### src/design/flash_host_pkg.sv
// Constants and types shared by the flash host controller files
package flash_host_pkg;

  // ----------------------------------------------------------------
  // Widths
  // ----------------------------------------------------------------
  localparam int ADDR_W = 19;
  localparam int DATA_W = 16;

  // ----------------------------------------------------------------
  // Bus cycle timing
  // ----------------------------------------------------------------
  localparam int CLK_PERIOD_NS = 25;
  localparam int SETUP_NS = 20;
  localparam int STROBE_NS = 70;
  localparam int HOLD_NS = 20;
  localparam logic [2:0] SETUP_CYC = 3'((SETUP_NS + CLK_PERIOD_NS - 1) / CLK_PERIOD_NS);
  localparam logic [2:0] STROBE_CYC = 3'((STROBE_NS + CLK_PERIOD_NS - 1) / CLK_PERIOD_NS);
  localparam logic [2:0] HOLD_CYC = 3'((HOLD_NS + CLK_PERIOD_NS - 1) / CLK_PERIOD_NS);

  // ----------------------------------------------------------------
  // Command codes
  // ----------------------------------------------------------------
  localparam logic [7:0] CMD_READ_STATUS = 8'h70;
  localparam logic [7:0] CMD_CLEAR_STATUS = 8'h50;
  localparam logic [7:0] CMD_WRITE_SETUP = 8'h40;
  localparam logic [7:0] CMD_SUSPEND = 8'hB0;
  localparam logic [7:0] CMD_RESUME = 8'hD0;
  localparam logic [7:0] CMD_READ_ARRAY = 8'hFF;
  localparam logic [7:0] CMD_LOCK_SETUP = 8'h60;
  localparam logic [7:0] CMD_BLOCK_LOCK = 8'h01;
  localparam logic [7:0] CMD_PERM_LOCK = 8'hF1;
  localparam logic [7:0] CMD_CLEAR_LOCKS = 8'hD0;
  localparam logic [7:0] CMD_OTP_SETUP = 8'hC0;

  // ----------------------------------------------------------------
  // Status bit positions and reset values
  // ----------------------------------------------------------------
  localparam int READY_BIT = 7;
  localparam int ERASE_CLEAR_ERR_BIT = 5;
  localparam int WRITE_ERR_BIT = 4;
  localparam int SUPPLY_ERR_BIT = 3;
  localparam int SUSPENDED_BIT = 2;
  localparam int PROTECT_ERR_BIT = 1;
  localparam logic [7:0] ERR_MASK = 8'h3A;
  localparam logic [7:0] STATUS_RST = 8'h00;
  localparam logic [DATA_W-1:0] DATA_RST = 16'h0000;

  // ----------------------------------------------------------------
  // User operations
  // ----------------------------------------------------------------
  typedef enum logic [3:0] {
    OP_READ_STATUS,
    OP_CLEAR_STATUS,
    OP_WRITE,
    OP_SUSPEND,
    OP_RESUME,
    OP_READ,
    OP_SET_BLOCK_LOCK,
    OP_SET_PERM_LOCK,
    OP_CLEAR_LOCKS,
    OP_OTP
  } op_type;

endpackage

### src/design/bus_cycle_if.sv
// Request and answer of one flash bus cycle between controller and cycle engine
`timescale 1ns/100ps
interface bus_cycle_if;
  logic req;
  logic wr;
  logic [flash_host_pkg::ADDR_W-1:0] addr;
  logic [flash_host_pkg::DATA_W-1:0] wdata;
  logic done;
  logic [flash_host_pkg::DATA_W-1:0] rdata;

  modport ctrl (output req, output wr, output addr, output wdata, input done, input rdata);
  modport engine (input req, input wr, input addr, input wdata, output done, output rdata);
endinterface

### src/design/flash_bus_cycle.sv
// Single read or write cycle on the flash pins
`timescale 1ns/100ps
module flash_bus_cycle (
  // Clock, reset, enable
  input wire logic clk_i,
  input wire logic nrst_i,
  input wire logic en_i,
  // Controller side
  bus_cycle_if.engine cyc,
  // Flash pins
  output logic ce_n_o,
  output logic we_n_o,
  output logic oe_n_o,
  output logic [flash_host_pkg::ADDR_W-1:0] addr_o,
  output logic [flash_host_pkg::DATA_W-1:0] dq_o,
  output logic dq_oe_o,
  input wire logic [flash_host_pkg::DATA_W-1:0] dq_i
);

  typedef enum logic [1:0] {E_IDLE, E_SETUP, E_STROBE, E_HOLD} estate_type;

  estate_type state_reg, state_next;
  logic [2:0] cnt_reg, cnt_next;
  logic wr_reg, wr_next;
  logic ce_n_reg, ce_n_next, we_n_reg, we_n_next, oe_n_reg, oe_n_next;
  logic oe_reg, oe_next, done_reg, done_next;
  logic [flash_host_pkg::ADDR_W-1:0] addr_reg, addr_next;
  logic [flash_host_pkg::DATA_W-1:0] dq_reg, dq_next, rdata_reg, rdata_next;

  always_comb begin
    state_next = state_reg;
    cnt_next = cnt_reg;
    wr_next = wr_reg;
    ce_n_next = ce_n_reg;
    we_n_next = we_n_reg;
    oe_n_next = oe_n_reg;
    oe_next = oe_reg;
    done_next = 1'b0;
    addr_next = addr_reg;
    dq_next = dq_reg;
    rdata_next = rdata_reg;
    unique case (state_reg)
      E_IDLE: begin
        if (cyc.req) begin
          wr_next = cyc.wr;
          addr_next = cyc.addr;
          dq_next = cyc.wdata;
          ce_n_next = 1'b0;
          oe_next = cyc.wr;
          cnt_next = flash_host_pkg::SETUP_CYC - 3'h1;
          state_next = E_SETUP;
        end
      end
      E_SETUP: begin
        if (cnt_reg == 3'h0) begin
          we_n_next = ~wr_reg;
          oe_n_next = wr_reg;
          cnt_next = flash_host_pkg::STROBE_CYC - 3'h1;
          state_next = E_STROBE;
        end else begin
          cnt_next = cnt_reg - 3'h1;
        end
      end
      E_STROBE: begin
        if (cnt_reg == 3'h0) begin
          if (!wr_reg) begin
            rdata_next = dq_i;
          end
          we_n_next = 1'b1;
          oe_n_next = 1'b1;
          cnt_next = flash_host_pkg::HOLD_CYC - 3'h1;
          state_next = E_HOLD;
        end else begin
          cnt_next = cnt_reg - 3'h1;
        end
      end
      E_HOLD: begin
        if (cnt_reg == 3'h0) begin
          ce_n_next = 1'b1;
          oe_next = 1'b0;
          done_next = 1'b1;
          state_next = E_IDLE;
        end else begin
          cnt_next = cnt_reg - 3'h1;
        end
      end
    endcase
  end

  always_ff @(posedge clk_i or negedge nrst_i) begin
    if (!nrst_i) begin
      state_reg <= E_IDLE;
      cnt_reg <= 3'h0;
      wr_reg <= 1'b0;
      ce_n_reg <= 1'b1;
      we_n_reg <= 1'b1;
      oe_n_reg <= 1'b1;
      oe_reg <= 1'b0;
      done_reg <= 1'b0;
      addr_reg <= '0;
      dq_reg <= flash_host_pkg::DATA_RST;
      rdata_reg <= flash_host_pkg::DATA_RST;
    end else if (en_i) begin
      state_reg <= state_next;
      cnt_reg <= cnt_next;
      wr_reg <= wr_next;
      ce_n_reg <= ce_n_next;
      we_n_reg <= we_n_next;
      oe_n_reg <= oe_n_next;
      oe_reg <= oe_next;
      done_reg <= done_next;
      addr_reg <= addr_next;
      dq_reg <= dq_next;
      rdata_reg <= rdata_next;
    end
  end

  assign ce_n_o = ce_n_reg;
  assign we_n_o = we_n_reg;
  assign oe_n_o = oe_n_reg;
  assign addr_o = addr_reg;
  assign dq_o = dq_reg;
  assign dq_oe_o = oe_reg;
  assign cyc.done = done_reg;
  assign cyc.rdata = rdata_reg;
endmodule // flash_bus_cycle

### src/design/flash_host_ctrl.sv
// Host controller sequencing flash commands and status polling
`timescale 1ns/100ps
module flash_host_ctrl (
  // Clock, reset, enable
  input wire logic clk_i,
  input wire logic nrst_i,
  input wire logic en_i,
  input wire logic power_ok_i,
  // User orders
  input wire logic start_i,
  input wire logic [3:0] op_i,
  input wire logic [flash_host_pkg::ADDR_W-1:0] addr_i,
  input wire logic [flash_host_pkg::DATA_W-1:0] wdata_i,
  // User results
  output logic busy_o,
  output logic done_o,
  output logic [flash_host_pkg::DATA_W-1:0] rdata_o,
  output logic [7:0] status_o,
  output logic error_o,
  output logic seq_error_o,
  output logic suspended_o,
  // Flash pins
  output logic ce_n_o,
  output logic we_n_o,
  output logic oe_n_o,
  output logic rp_n_o,
  output logic [flash_host_pkg::ADDR_W-1:0] addr_o,
  output logic [flash_host_pkg::DATA_W-1:0] dq_o,
  output logic dq_oe_o,
  input wire logic [flash_host_pkg::DATA_W-1:0] dq_i
);

  typedef enum logic [3:0] {
    S_IDLE, S_CLEAR, S_FIRST, S_SECOND, S_STAT_CMD, S_STAT_RD, S_ARRAY, S_DATA_RD, S_DONE
  } state_type;

  bus_cycle_if cyc ();

  flash_bus_cycle u_cycle (
    .clk_i(clk_i),
    .nrst_i(nrst_i),
    .en_i(en_i),
    .cyc(cyc.engine),
    .ce_n_o(ce_n_o),
    .we_n_o(we_n_o),
    .oe_n_o(oe_n_o),
    .addr_o(addr_o),
    .dq_o(dq_o),
    .dq_oe_o(dq_oe_o),
    .dq_i(dq_i)
  );

  state_type state_reg, state_next, after_reg, after_next;
  flash_host_pkg::op_type op_reg, op_next;
  logic issued_reg, issued_next, req_reg, req_next, wr_reg, wr_next;
  logic busy_reg, busy_next, done_reg, done_next, err_pend_reg, err_pend_next;
  logic susp_reg, susp_next, seq_reg, seq_next;
  logic [flash_host_pkg::ADDR_W-1:0] addr_reg, addr_next;
  logic [flash_host_pkg::DATA_W-1:0] wdata_reg, wdata_next, user_data_reg, user_data_next;
  logic [flash_host_pkg::DATA_W-1:0] rdata_reg, rdata_next;
  logic [7:0] status_reg, status_next;
  logic rp_n_reg, rp_n_next;
  logic [7:0] code1, code2, send;
  logic has2, data2, poll, arr, is_wr, go;
  state_type nxt;

  // ----------------------------------------------------------------
  // Operation decode
  // ----------------------------------------------------------------
  always_comb begin
    code1 = flash_host_pkg::CMD_READ_STATUS;
    code2 = flash_host_pkg::CMD_READ_STATUS;
    has2 = 1'b0;
    data2 = 1'b0;
    poll = 1'b0;
    arr = 1'b0;
    unique case (op_reg)
      flash_host_pkg::OP_READ_STATUS: begin
        poll = 1'b1;
      end
      flash_host_pkg::OP_CLEAR_STATUS: begin
        code1 = flash_host_pkg::CMD_CLEAR_STATUS;
      end
      flash_host_pkg::OP_WRITE: begin
        code1 = flash_host_pkg::CMD_WRITE_SETUP;
        has2 = 1'b1;
        data2 = 1'b1;
        poll = 1'b1;
      end
      flash_host_pkg::OP_SUSPEND: begin
        code1 = flash_host_pkg::CMD_SUSPEND;
        poll = 1'b1;
      end
      flash_host_pkg::OP_RESUME: begin
        code1 = flash_host_pkg::CMD_RESUME;
      end
      flash_host_pkg::OP_READ: begin
        code1 = flash_host_pkg::CMD_READ_ARRAY;
      end
      flash_host_pkg::OP_SET_BLOCK_LOCK: begin
        code1 = flash_host_pkg::CMD_LOCK_SETUP;
        code2 = flash_host_pkg::CMD_BLOCK_LOCK;
        has2 = 1'b1;
        poll = 1'b1;
      end
      flash_host_pkg::OP_SET_PERM_LOCK: begin
        code1 = flash_host_pkg::CMD_LOCK_SETUP;
        code2 = flash_host_pkg::CMD_PERM_LOCK;
        has2 = 1'b1;
        poll = 1'b1;
      end
      flash_host_pkg::OP_CLEAR_LOCKS: begin
        code1 = flash_host_pkg::CMD_LOCK_SETUP;
        code2 = flash_host_pkg::CMD_CLEAR_LOCKS;
        has2 = 1'b1;
        poll = 1'b1;
        arr = 1'b1;
      end
      flash_host_pkg::OP_OTP: begin
        code1 = flash_host_pkg::CMD_OTP_SETUP;
        has2 = 1'b1;
        data2 = 1'b1;
        poll = 1'b1;
      end
      default: begin
        poll = 1'b1;
      end
    endcase
  end

  // ----------------------------------------------------------------
  // Sequencer
  // ----------------------------------------------------------------
  always_comb begin
    state_next = state_reg;
    after_next = after_reg;
    op_next = op_reg;
    issued_next = issued_reg;
    req_next = 1'b0;
    wr_next = wr_reg;
    busy_next = busy_reg;
    done_next = 1'b0;
    err_pend_next = err_pend_reg;
    susp_next = susp_reg;
    addr_next = addr_reg;
    wdata_next = wdata_reg;
    user_data_next = user_data_reg;
    rdata_next = rdata_reg;
    status_next = status_reg;
    go = 1'b1;
    is_wr = 1'b1;
    send = flash_host_pkg::CMD_READ_STATUS;
    nxt = S_DONE;
    unique case (state_reg)
      S_IDLE: begin
        go = 1'b0;
        if (start_i) begin
          op_next = flash_host_pkg::op_type'(op_i);
          addr_next = addr_i;
          user_data_next = wdata_i;
          busy_next = 1'b1;
          // clear stale errors before a retry
          if (err_pend_reg && op_i != flash_host_pkg::OP_CLEAR_STATUS) begin
            state_next = S_CLEAR;
          end else begin
            state_next = S_FIRST;
          end
        end
      end
      S_CLEAR: begin
        send = flash_host_pkg::CMD_CLEAR_STATUS;
        nxt = S_FIRST;
      end
      S_FIRST: begin
        send = code1;
        if (op_reg == flash_host_pkg::OP_READ) begin
          nxt = S_DATA_RD;
        end else if (has2) begin
          nxt = S_SECOND;
        end else if (poll) begin
          nxt = S_STAT_CMD;
        end
      end
      S_SECOND: begin
        send = code2;
        nxt = S_STAT_CMD;
      end
      S_STAT_CMD: begin
        nxt = S_STAT_RD;
      end
      S_STAT_RD: begin
        is_wr = 1'b0;
        nxt = S_STAT_RD;
        if (start_i && op_i == flash_host_pkg::OP_SUSPEND &&
            op_reg == flash_host_pkg::OP_WRITE) begin
          op_next = flash_host_pkg::OP_SUSPEND;
          after_next = S_FIRST;
        end
      end
      S_ARRAY: begin
        send = flash_host_pkg::CMD_READ_ARRAY;
      end
      S_DATA_RD: begin
        is_wr = 1'b0;
      end
      S_DONE: begin
        go = 1'b0;
        busy_next = 1'b0;
        after_next = S_IDLE;
        done_next = 1'b1;
        state_next = S_IDLE;
      end
    endcase
    if (go) begin
      if (!issued_reg) begin
        req_next = 1'b1;
        issued_next = 1'b1;
        wr_next = is_wr;
        wdata_next = {8'h00, send};
        if (state_reg == S_SECOND && data2) begin
          wdata_next = user_data_reg;
        end
      end else if (cyc.done) begin
        issued_next = 1'b0;
        state_next = nxt;
        if (state_reg == S_CLEAR || op_reg == flash_host_pkg::OP_CLEAR_STATUS) begin
          err_pend_next = 1'b0;
          status_next = status_reg & ~flash_host_pkg::ERR_MASK;
        end
        if (state_reg == S_DATA_RD) begin
          rdata_next = cyc.rdata;
        end
        // send suspend once a busy status read ends
        if (state_reg == S_STAT_RD && after_reg == S_FIRST) begin
          state_next = S_FIRST;
          after_next = S_IDLE;
        end
        // busy reads carry only the ready bit
        if (state_reg == S_STAT_RD && cyc.rdata[flash_host_pkg::READY_BIT]) begin
          // sticky flags kept as read back
          status_next = cyc.rdata[7:0];
          err_pend_next = |(cyc.rdata[7:0] & flash_host_pkg::ERR_MASK);
          susp_next = (op_reg == flash_host_pkg::OP_SUSPEND) &&
                      cyc.rdata[flash_host_pkg::SUSPENDED_BIT];
          state_next = arr ? S_ARRAY : S_DONE;
        end
      end
    end
    if (op_reg == flash_host_pkg::OP_RESUME && state_reg == S_DONE) begin
      susp_next = 1'b0;
    end
    // reset pin low wipes device status
    if (!rp_n_reg) begin
      status_next = flash_host_pkg::STATUS_RST;
      err_pend_next = 1'b0;
      susp_next = 1'b0;
    end
    seq_next = status_next[flash_host_pkg::ERASE_CLEAR_ERR_BIT] &
               status_next[flash_host_pkg::WRITE_ERR_BIT];
  end

  assign rp_n_next = power_ok_i;

  always_ff @(posedge clk_i or negedge nrst_i) begin
    if (!nrst_i) begin
      state_reg <= S_IDLE;
      after_reg <= S_IDLE;
      op_reg <= flash_host_pkg::OP_READ_STATUS;
      issued_reg <= 1'b0;
      req_reg <= 1'b0;
      wr_reg <= 1'b0;
      busy_reg <= 1'b0;
      done_reg <= 1'b0;
      err_pend_reg <= 1'b0;
      susp_reg <= 1'b0;
      seq_reg <= 1'b0;
      addr_reg <= '0;
      wdata_reg <= flash_host_pkg::DATA_RST;
      user_data_reg <= flash_host_pkg::DATA_RST;
      rdata_reg <= flash_host_pkg::DATA_RST;
      status_reg <= flash_host_pkg::STATUS_RST;
      rp_n_reg <= 1'b0;
    end else if (en_i) begin
      state_reg <= state_next;
      after_reg <= after_next;
      op_reg <= op_next;
      issued_reg <= issued_next;
      req_reg <= req_next;
      wr_reg <= wr_next;
      busy_reg <= busy_next;
      done_reg <= done_next;
      err_pend_reg <= err_pend_next;
      susp_reg <= susp_next;
      seq_reg <= seq_next;
      addr_reg <= addr_next;
      wdata_reg <= wdata_next;
      user_data_reg <= user_data_next;
      rdata_reg <= rdata_next;
      status_reg <= status_next;
      rp_n_reg <= rp_n_next;
    end
  end

  assign cyc.req = req_reg;
  assign cyc.wr = wr_reg;
  assign cyc.addr = addr_reg;
  assign cyc.wdata = wdata_reg;
  assign busy_o = busy_reg;
  assign done_o = done_reg;
  assign rdata_o = rdata_reg;
  assign status_o = status_reg;
  assign error_o = err_pend_reg;
  // both flags mean bad command sequence
  assign seq_error_o = seq_reg;
  assign suspended_o = susp_reg;
  assign rp_n_o = rp_n_reg;
endmodule // flash_host_ctrl

### config.mk
export PLATFORM = sky130hd
export DESIGN_NAME = flash_host_ctrl
export DESIGN_NICKNAME = d
export VERILOG_FILES = /design/src/design/flash_host_pkg.sv /design/src/design/bus_cycle_if.sv /design/src/design/flash_bus_cycle.sv /design/src/design/flash_host_ctrl.sv
export SDC_FILE = /design/constraint.sdc
export NUM_CORES = 1
export LEC_CHECK = 0
export BUFFER_PORTS_ARGS = -buffer_cell sky130_fd_sc_hd__buf_2
export CORE_MARGIN = 2
export CORE_UTILIZATION = 56
export DETAILED_ROUTE_END_ITERATION = 7
export PLACE_DENSITY = 0.86
export SLEW_MARGIN = 10
export SYNTH_ARGS = -nofsm -noshare
export SYNTH_HDL_FRONTEND = slang
export SYNTH_HIERARCHICAL = 1
export SYNTH_SLANG_ARGS = --single-unit
### constraint.sdc
create_clock -name clk_i -period 2.5 [get_ports clk_i]
set_input_delay 0.5 -clock clk_i [delete_from_list [all_inputs] [get_ports clk_i]]
set_output_delay 0.5 -clock clk_i [all_outputs]
set_load 0.02 [all_outputs]
## Word level (Yosys, flattened, before mapping)

Cells that the tools add are included.

- $add $sub $neg: 1
- Bitwise logic cells: 4
- Magnitude comparators: 0
- Multiply operators: 0
- Shift operators: 0
- Muxes and demuxes: 77
- Equal/unequal tests: 39
- Div/mod/pow operators: 0
- Reduce and logical (&&, ||, !) cells: 39

Operators by type and width:

| operator | number |
|---|---|
| $mux 4 | 17 |
| $pmux 8 s7 | 1 |
| $mux 8 | 5 |
| $eq 4x3->1 const B | 8 |
| $pmux 8 s4 | 1 |
| $mux 1 | 30 |
| $reduce_and 5->1 | 5 |
| $eq 4x2->1 const B | 6 |
| $pmux 4 s2 | 3 |
| $pmux 8 s3 | 1 |
| $mux 16 | 1 |
| $pmux 4 s4 | 1 |
| $reduce_and 4->1 | 4 |
| $reduce_and 3->1 | 5 |
| $eq 4x4->1 const B | 3 |
| $mux 3 | 4 |
| $ne 2x2->1 const B | 6 |
| $pmux 3 s4 | 1 |
| $mux 2 | 5 |
| $ne 2x1->1 const B | 5 |
| $pmux 1 s2 | 5 |
| $ne 3x1->1 const B | 3 |
| $eq 4x1->1 const B | 2 |
| $logic_and 1x1->1 | 8 |
| 19 further kinds | 30 |

- ROM bits: 0
- Bits in registers: 158
- Memories: 0
- Bits in latches: 0
- Bits in writable memories: 0
- Output and inout port bits: 69

## Depth between registers and ports, before layout

- Depth after elaboration: 11
- Gate-level depth with buffers: 9

## By module

Netlist, hierarchy kept.

Modules (own cells, without submodules):

| module | cells each | area each (um^2) | instances | seq. area each (um^2) |
|---|---|---|---|---|
| flash_host_ctrl | 433 | 4359.2 | 1 | 2402.3 |
| flash_bus_cycle | 179 | 2610.0 | 1 | 1555.2 |

## Worst setup path before layout

OpenSTA, ideal clock, no wires.

- Kind: register -> register
- Start point: reg u_cycle.cnt_reg[0]
- End point: reg u_cycle.rdata_reg (netlist bit u_cycle/cyc.rdata[10])
- Arrival: 1.769 ns
- Cell stages (with the launch flop): 10
- Clock period less this slack: 1.895 ns
- Buffers on the path: 3
- Slack: 0.605 ns
- Cell sequence: dfrtp_1 -> inv_1 -> ha_1 -> nor2b_2 -> and2_4 -> buf_6 -> and3_4 -> buf_6 -> buf_12 -> mux2_4

- Word-level cells in the longest chain between the ends: 2

RTL lines:

| item | RTL line | source |
|---|---|---|
| from (decl) | flash_bus_cycle.sv:23 | `logic [2:0] cnt_reg, cnt_next;` |
| from (signal assigned) | flash_bus_cycle.sv:105 | `cnt_reg <= cnt_next;` |
| $logic_not 3->1 | flash_bus_cycle.sv:65 | `if (cnt_reg == 3'h0) begin` |
| $reduce_and 4->1 (no line) | -- |  |
| to (signal assigned) | flash_bus_cycle.sv:102 | `rdata_reg <= flash_host_pkg::DATA_RST;` |
| to (signal assigned) | flash_bus_cycle.sv:114 | `rdata_reg <= rdata_next;` |
| to (decl) | flash_bus_cycle.sv:28 | `logic [flash_host_pkg::DATA_W-1:0] dq_reg, dq_next, rdata_reg, rdata_next;` |

No other way between the ends.
A chain may end at the register's enable or synchronous reset.

## Worst setup path after layout

- Start point: reg op_reg[1]
- End point: reg wdata_reg (netlist bit cyc.wdata[5])

- Word-level cells in the longest chain between the ends: 5
- Elaborated cells on any way between the ends: 17
- Classes of those cells: eq/ne: 9; mux: 5; reduce/logical: 3

RTL lines:

| item | RTL line | source |
|---|---|---|
| from (decl) | flash_host_ctrl.sv:54 | `flash_host_pkg::op_type op_reg, op_next;` |
| from (signal assigned) | flash_host_ctrl.sv:268 | `op_reg <= flash_host_pkg::OP_READ_STATUS;` |
| from (signal assigned) | flash_host_ctrl.sv:286 | `op_reg <= op_next;` |
| $eq 4x4->1 (tied with other cells) | flash_host_ctrl.sv:77 | `unique case (op_reg)` |
| $reduce_or 3->1 (no line) or $reduce_or 2->1 (tied branches) | -- |  |
| $pmux 8 s7 or $mux 1 (tied branches) | flash_host_ctrl.sv:77 |  |
| $pmux 8 s4 or $logic_and 1x1->1 (tied branches) | flash_host_ctrl.sv:154, flash_host_ctrl.sv:220 |  |
| $mux 16 * | flash_host_ctrl.sv:220 | `if (state_reg == S_SECOND && data2) begin` |
| to (signal assigned) | flash_host_ctrl.sv:278 | `wdata_reg <= flash_host_pkg::DATA_RST;` |
| to (signal assigned) | flash_host_ctrl.sv:296 | `wdata_reg <= wdata_next;` |
| to (decl) | flash_host_ctrl.sv:59 | `logic [flash_host_pkg::DATA_W-1:0] wdata_reg, wdata_next, user_data_reg, user_data_next;` |

Every way passes the cells marked *; elsewhere a longest branch is shown, timed or not.

==> impl_metrics.json <==
{
  "ctsHtreeMaxLevel": 4,
  "period_share_pct": 86.09,
  "io_pins": 129,
  "hold_path_class": "input port to async pin",
  "vdd_drop_max_mv": 0.6148,
  "layout_common_cells": "dfrtp_1, nand2_1, buf_2",
  "synthesis.area_um2": 6969,
  "fmax_mhz": 464.6,
  "die_w_um": 115.6,
  "cts_buffer_depth": 2,
  "cpLargestDelayFamily": "simple AND/OR/NAND/NOR gates",
  "synth_seq_cells": 158,
  "startpoint": "op_reg[1]",
  "synth_edf_count": 0,
  "setup_violations": 0,
  "worstMarginPinSlew_ns": 0.6344,
  "max_slew_margin_pct": 57.11,
  "initial_utilization_pct": 57.78,
  "end_kind": "flop",
  "synthArstFlopShare_pct": 100.0,
  "status": "finished clean",
  "cts_hold_buf": 0,
  "cp_max_fo": 18,
  "grt_antenna_before_repair": 0,
  "diodes": 0,
  "min_period_ns": 2.152,
  "cts-resized-gates": 0,
  "nNetsFinal": 798,
  "cp_cell_sequence": "or3b_1 -> a2111oi_4 -> and2b_4 -> inv_2 -> o221a_1",
  "grt_pass1_vias": 5146,
  "drt-initial-drc-count": 423,
  "dieHeight_um": 115.6,
  "syn_nets": 678,
  "worstPathRequired_ns": 2.80,
  "cts_root_buf": "clkbuf_16",
  "reg2reg_from": "op_reg[1]",
  "numCtsBuffers": 17,
  "avgSynthCellArea_um2": 11.39,
  "start_kind": "flop",
  "dpl_worst_slack_ns": 0.3789,
  "path_class": "flop to flop",
  "dp_hpwl_um": 10800,
  "critPathBufInv": 1,
  "areaGrowthSynthToFinish_pct": 20.13,
  "hold_violations": 0,
  "post_cts_buffers": 0,
  "grt_max_degree": 58,
  "finClkSkew_ns": 0.005455,
  "ant_nets": 0,
  "grt_pass1_wl_um": 25760,
  "leakagePower_uw": 0.004294,
  "finalMaxSlewViolations": 0,
  "clk_latency_ns": 0.42,
  "synthCells": 612,
  "cts.sinks": 158,
  "setup_tns_ns": 0,
  "fillers": 850,
  "cp.arrival_ns": 2.45,
  "layout_setup_ws_ns": 0.3478,
  "critPathMaxStageDelay_ns": 0.62,
  "track_usage_pct": 24.87,
  "rsz0062_at_grt": "false",
  "via_per_inst": 5.629,
  "p_per_area_nw_per_um2": 1117,
  "port_buffers": 128,
  "rows": 40,
  "dr.pass1.iters": 5,
  "finalPower_uw": 9351,
  "cts_tree": "done",
  "drc": 0,
  "wl_per_cell_um": 17.00,
  "die_area_um2": 13350,
  "drt-total-wl_um": 15520,
  "gp_congestion": 0.9184,
  "clk_pin_slew_ns": 0.06,
  "synth_flop_cell": "dfrtp_1",
  "maxCapViolations": 0,
  "yosys_warnings": 6,
  "slowest_stage": "dfrtp_1",
  "core_area_um2": 12060,
  "overflow": 0,
  "synthDistinctLibCells": 74,
  "yosysSeqAreaShare_pct": 56.79,
  "num_vias": 5139,
  "final_common_cell": "dfrtp_1",
  "layout-drive-gt1-share_pct": 33.29
}
[stage by stage]
stage	area, um2	hold slack (ns)	utilization, %	std cells
6_report	8372	0.04378	69.41	913
5_1_grt	8372	0.07072	69.41	913
4_1_cts	8372	0.04865	69.41	913
3_5_place_dp	7747	0.4627	64.23	881
3_3_place_gp	7747	0.4529	64.23	881
2_1_floorplan	6969	0.2044	-	612
[cell usage after synthesis (3+ instances only)]
cell / instances / area share [%]
nand4_1: 5 / 0.45
clkbuf_1: 15 / 0.81
nor3_1: 3 / 0.22
and4_1: 4 / 0.50
and3_1: 5 / 0.45
o22a_1: 4 / 0.50
o22ai_1: 3 / 0.27
mux2_1: 10 / 1.6
nor4b_1: 3 / 0.38
and2_1: 6 / 0.54
nand2_1: 128 / 6.9
a31oi_1: 6 / 0.54
o41ai_1: 5 / 0.63
buf_1: 3 / 0.16
o211ai_1: 4 / 0.43
a22o_1: 17 / 2.1
inv_1: 16 / 0.86
dfrtp_1: 155 / 56
a221o_1: 5 / 0.72
ha_1: 6 / 1.1
mux2_4: 10 / 2.2
nand2b_1: 5 / 0.45
a211oi_1: 3 / 0.32
nor2_1: 25 / 1.3
nor2b_1: 4 / 0.36
a21oi_1: 15 / 1.1
dfstp_2: 3 / 1.1
o311ai_0: 3 / 0.38
nand3_1: 10 / 0.72
buf_2: 15 / 1.1
buf_6: 3 / 0.48
mux2_2: 49 / 7.9
o21ai_0: 12 / 0.86
o221a_1: 3 / 0.48
[report_power, final]
group          internal (uW)  total, uW  switching (uW)
clock                   1720       2710             992
sequential              3310       3960             647
combinational           1170       2690            1510
total                   6200       9350            3150
[logic make-up (layout without fill, tap and decap cells)]
family | count (synthesis) | count (layout) | synth area share, %
AND/OR/NAND/NOR | 220 | 220 | 15.08
multiplexers | 71 | 71 | 11.97
adder cells (fa/ha/maj) | 7 | 7 | 1.221
flip-flops | 158 | 158 | 56.79
AO/OA/AOI/OAI | 101 | 101 | 11.10
buffers and inverters | 55 | 188 | 3.842
[path summary, 6_finish.rpt]
path,cells past startpoint,slack [ns],to
worst max-delay path,5,0.35,cyc.wdata[5]
worst min-delay path,1,0.04,u_cycle/addr_o[15]
worst max register to register,5,0.35,cyc.wdata[5]
worst min register to register,2,0.48,addr_reg[11]
max in group asynchronous,2,1.75,u_cycle/ce_n_o
min in group clk_i,3,0.27,addr_reg[0]
[metal layers]
layer  global-route usage (%)  vias up  routed length [um]
met1                    32.95     2529                6811
met2                    39.77      184                7462
met5                        0        -                   0
li1                         -     2395                   -
met3                    6.485       31                 949
met4                    9.398        0                 295
[area by class of cell]
| cell class | instances | area [um2] | share of cell area (%) |
|---|---|---|---|
| flip-flops and latches | 158 | 3958 | 47.27 |
| multi-input cells | 399 | 2749 | 32.84 |
| repair buffers | 139 | 767.0 | 9.162 |
| clock buffers | 21 | 460.4 | 5.500 |
| well taps | 168 | 210.2 | 2.511 |
| clock inverters | 11 | 163.9 | 1.958 |
| inverters | 17 | 63.81 | 0.7622 |
Power figures use the tool's default switching activity.
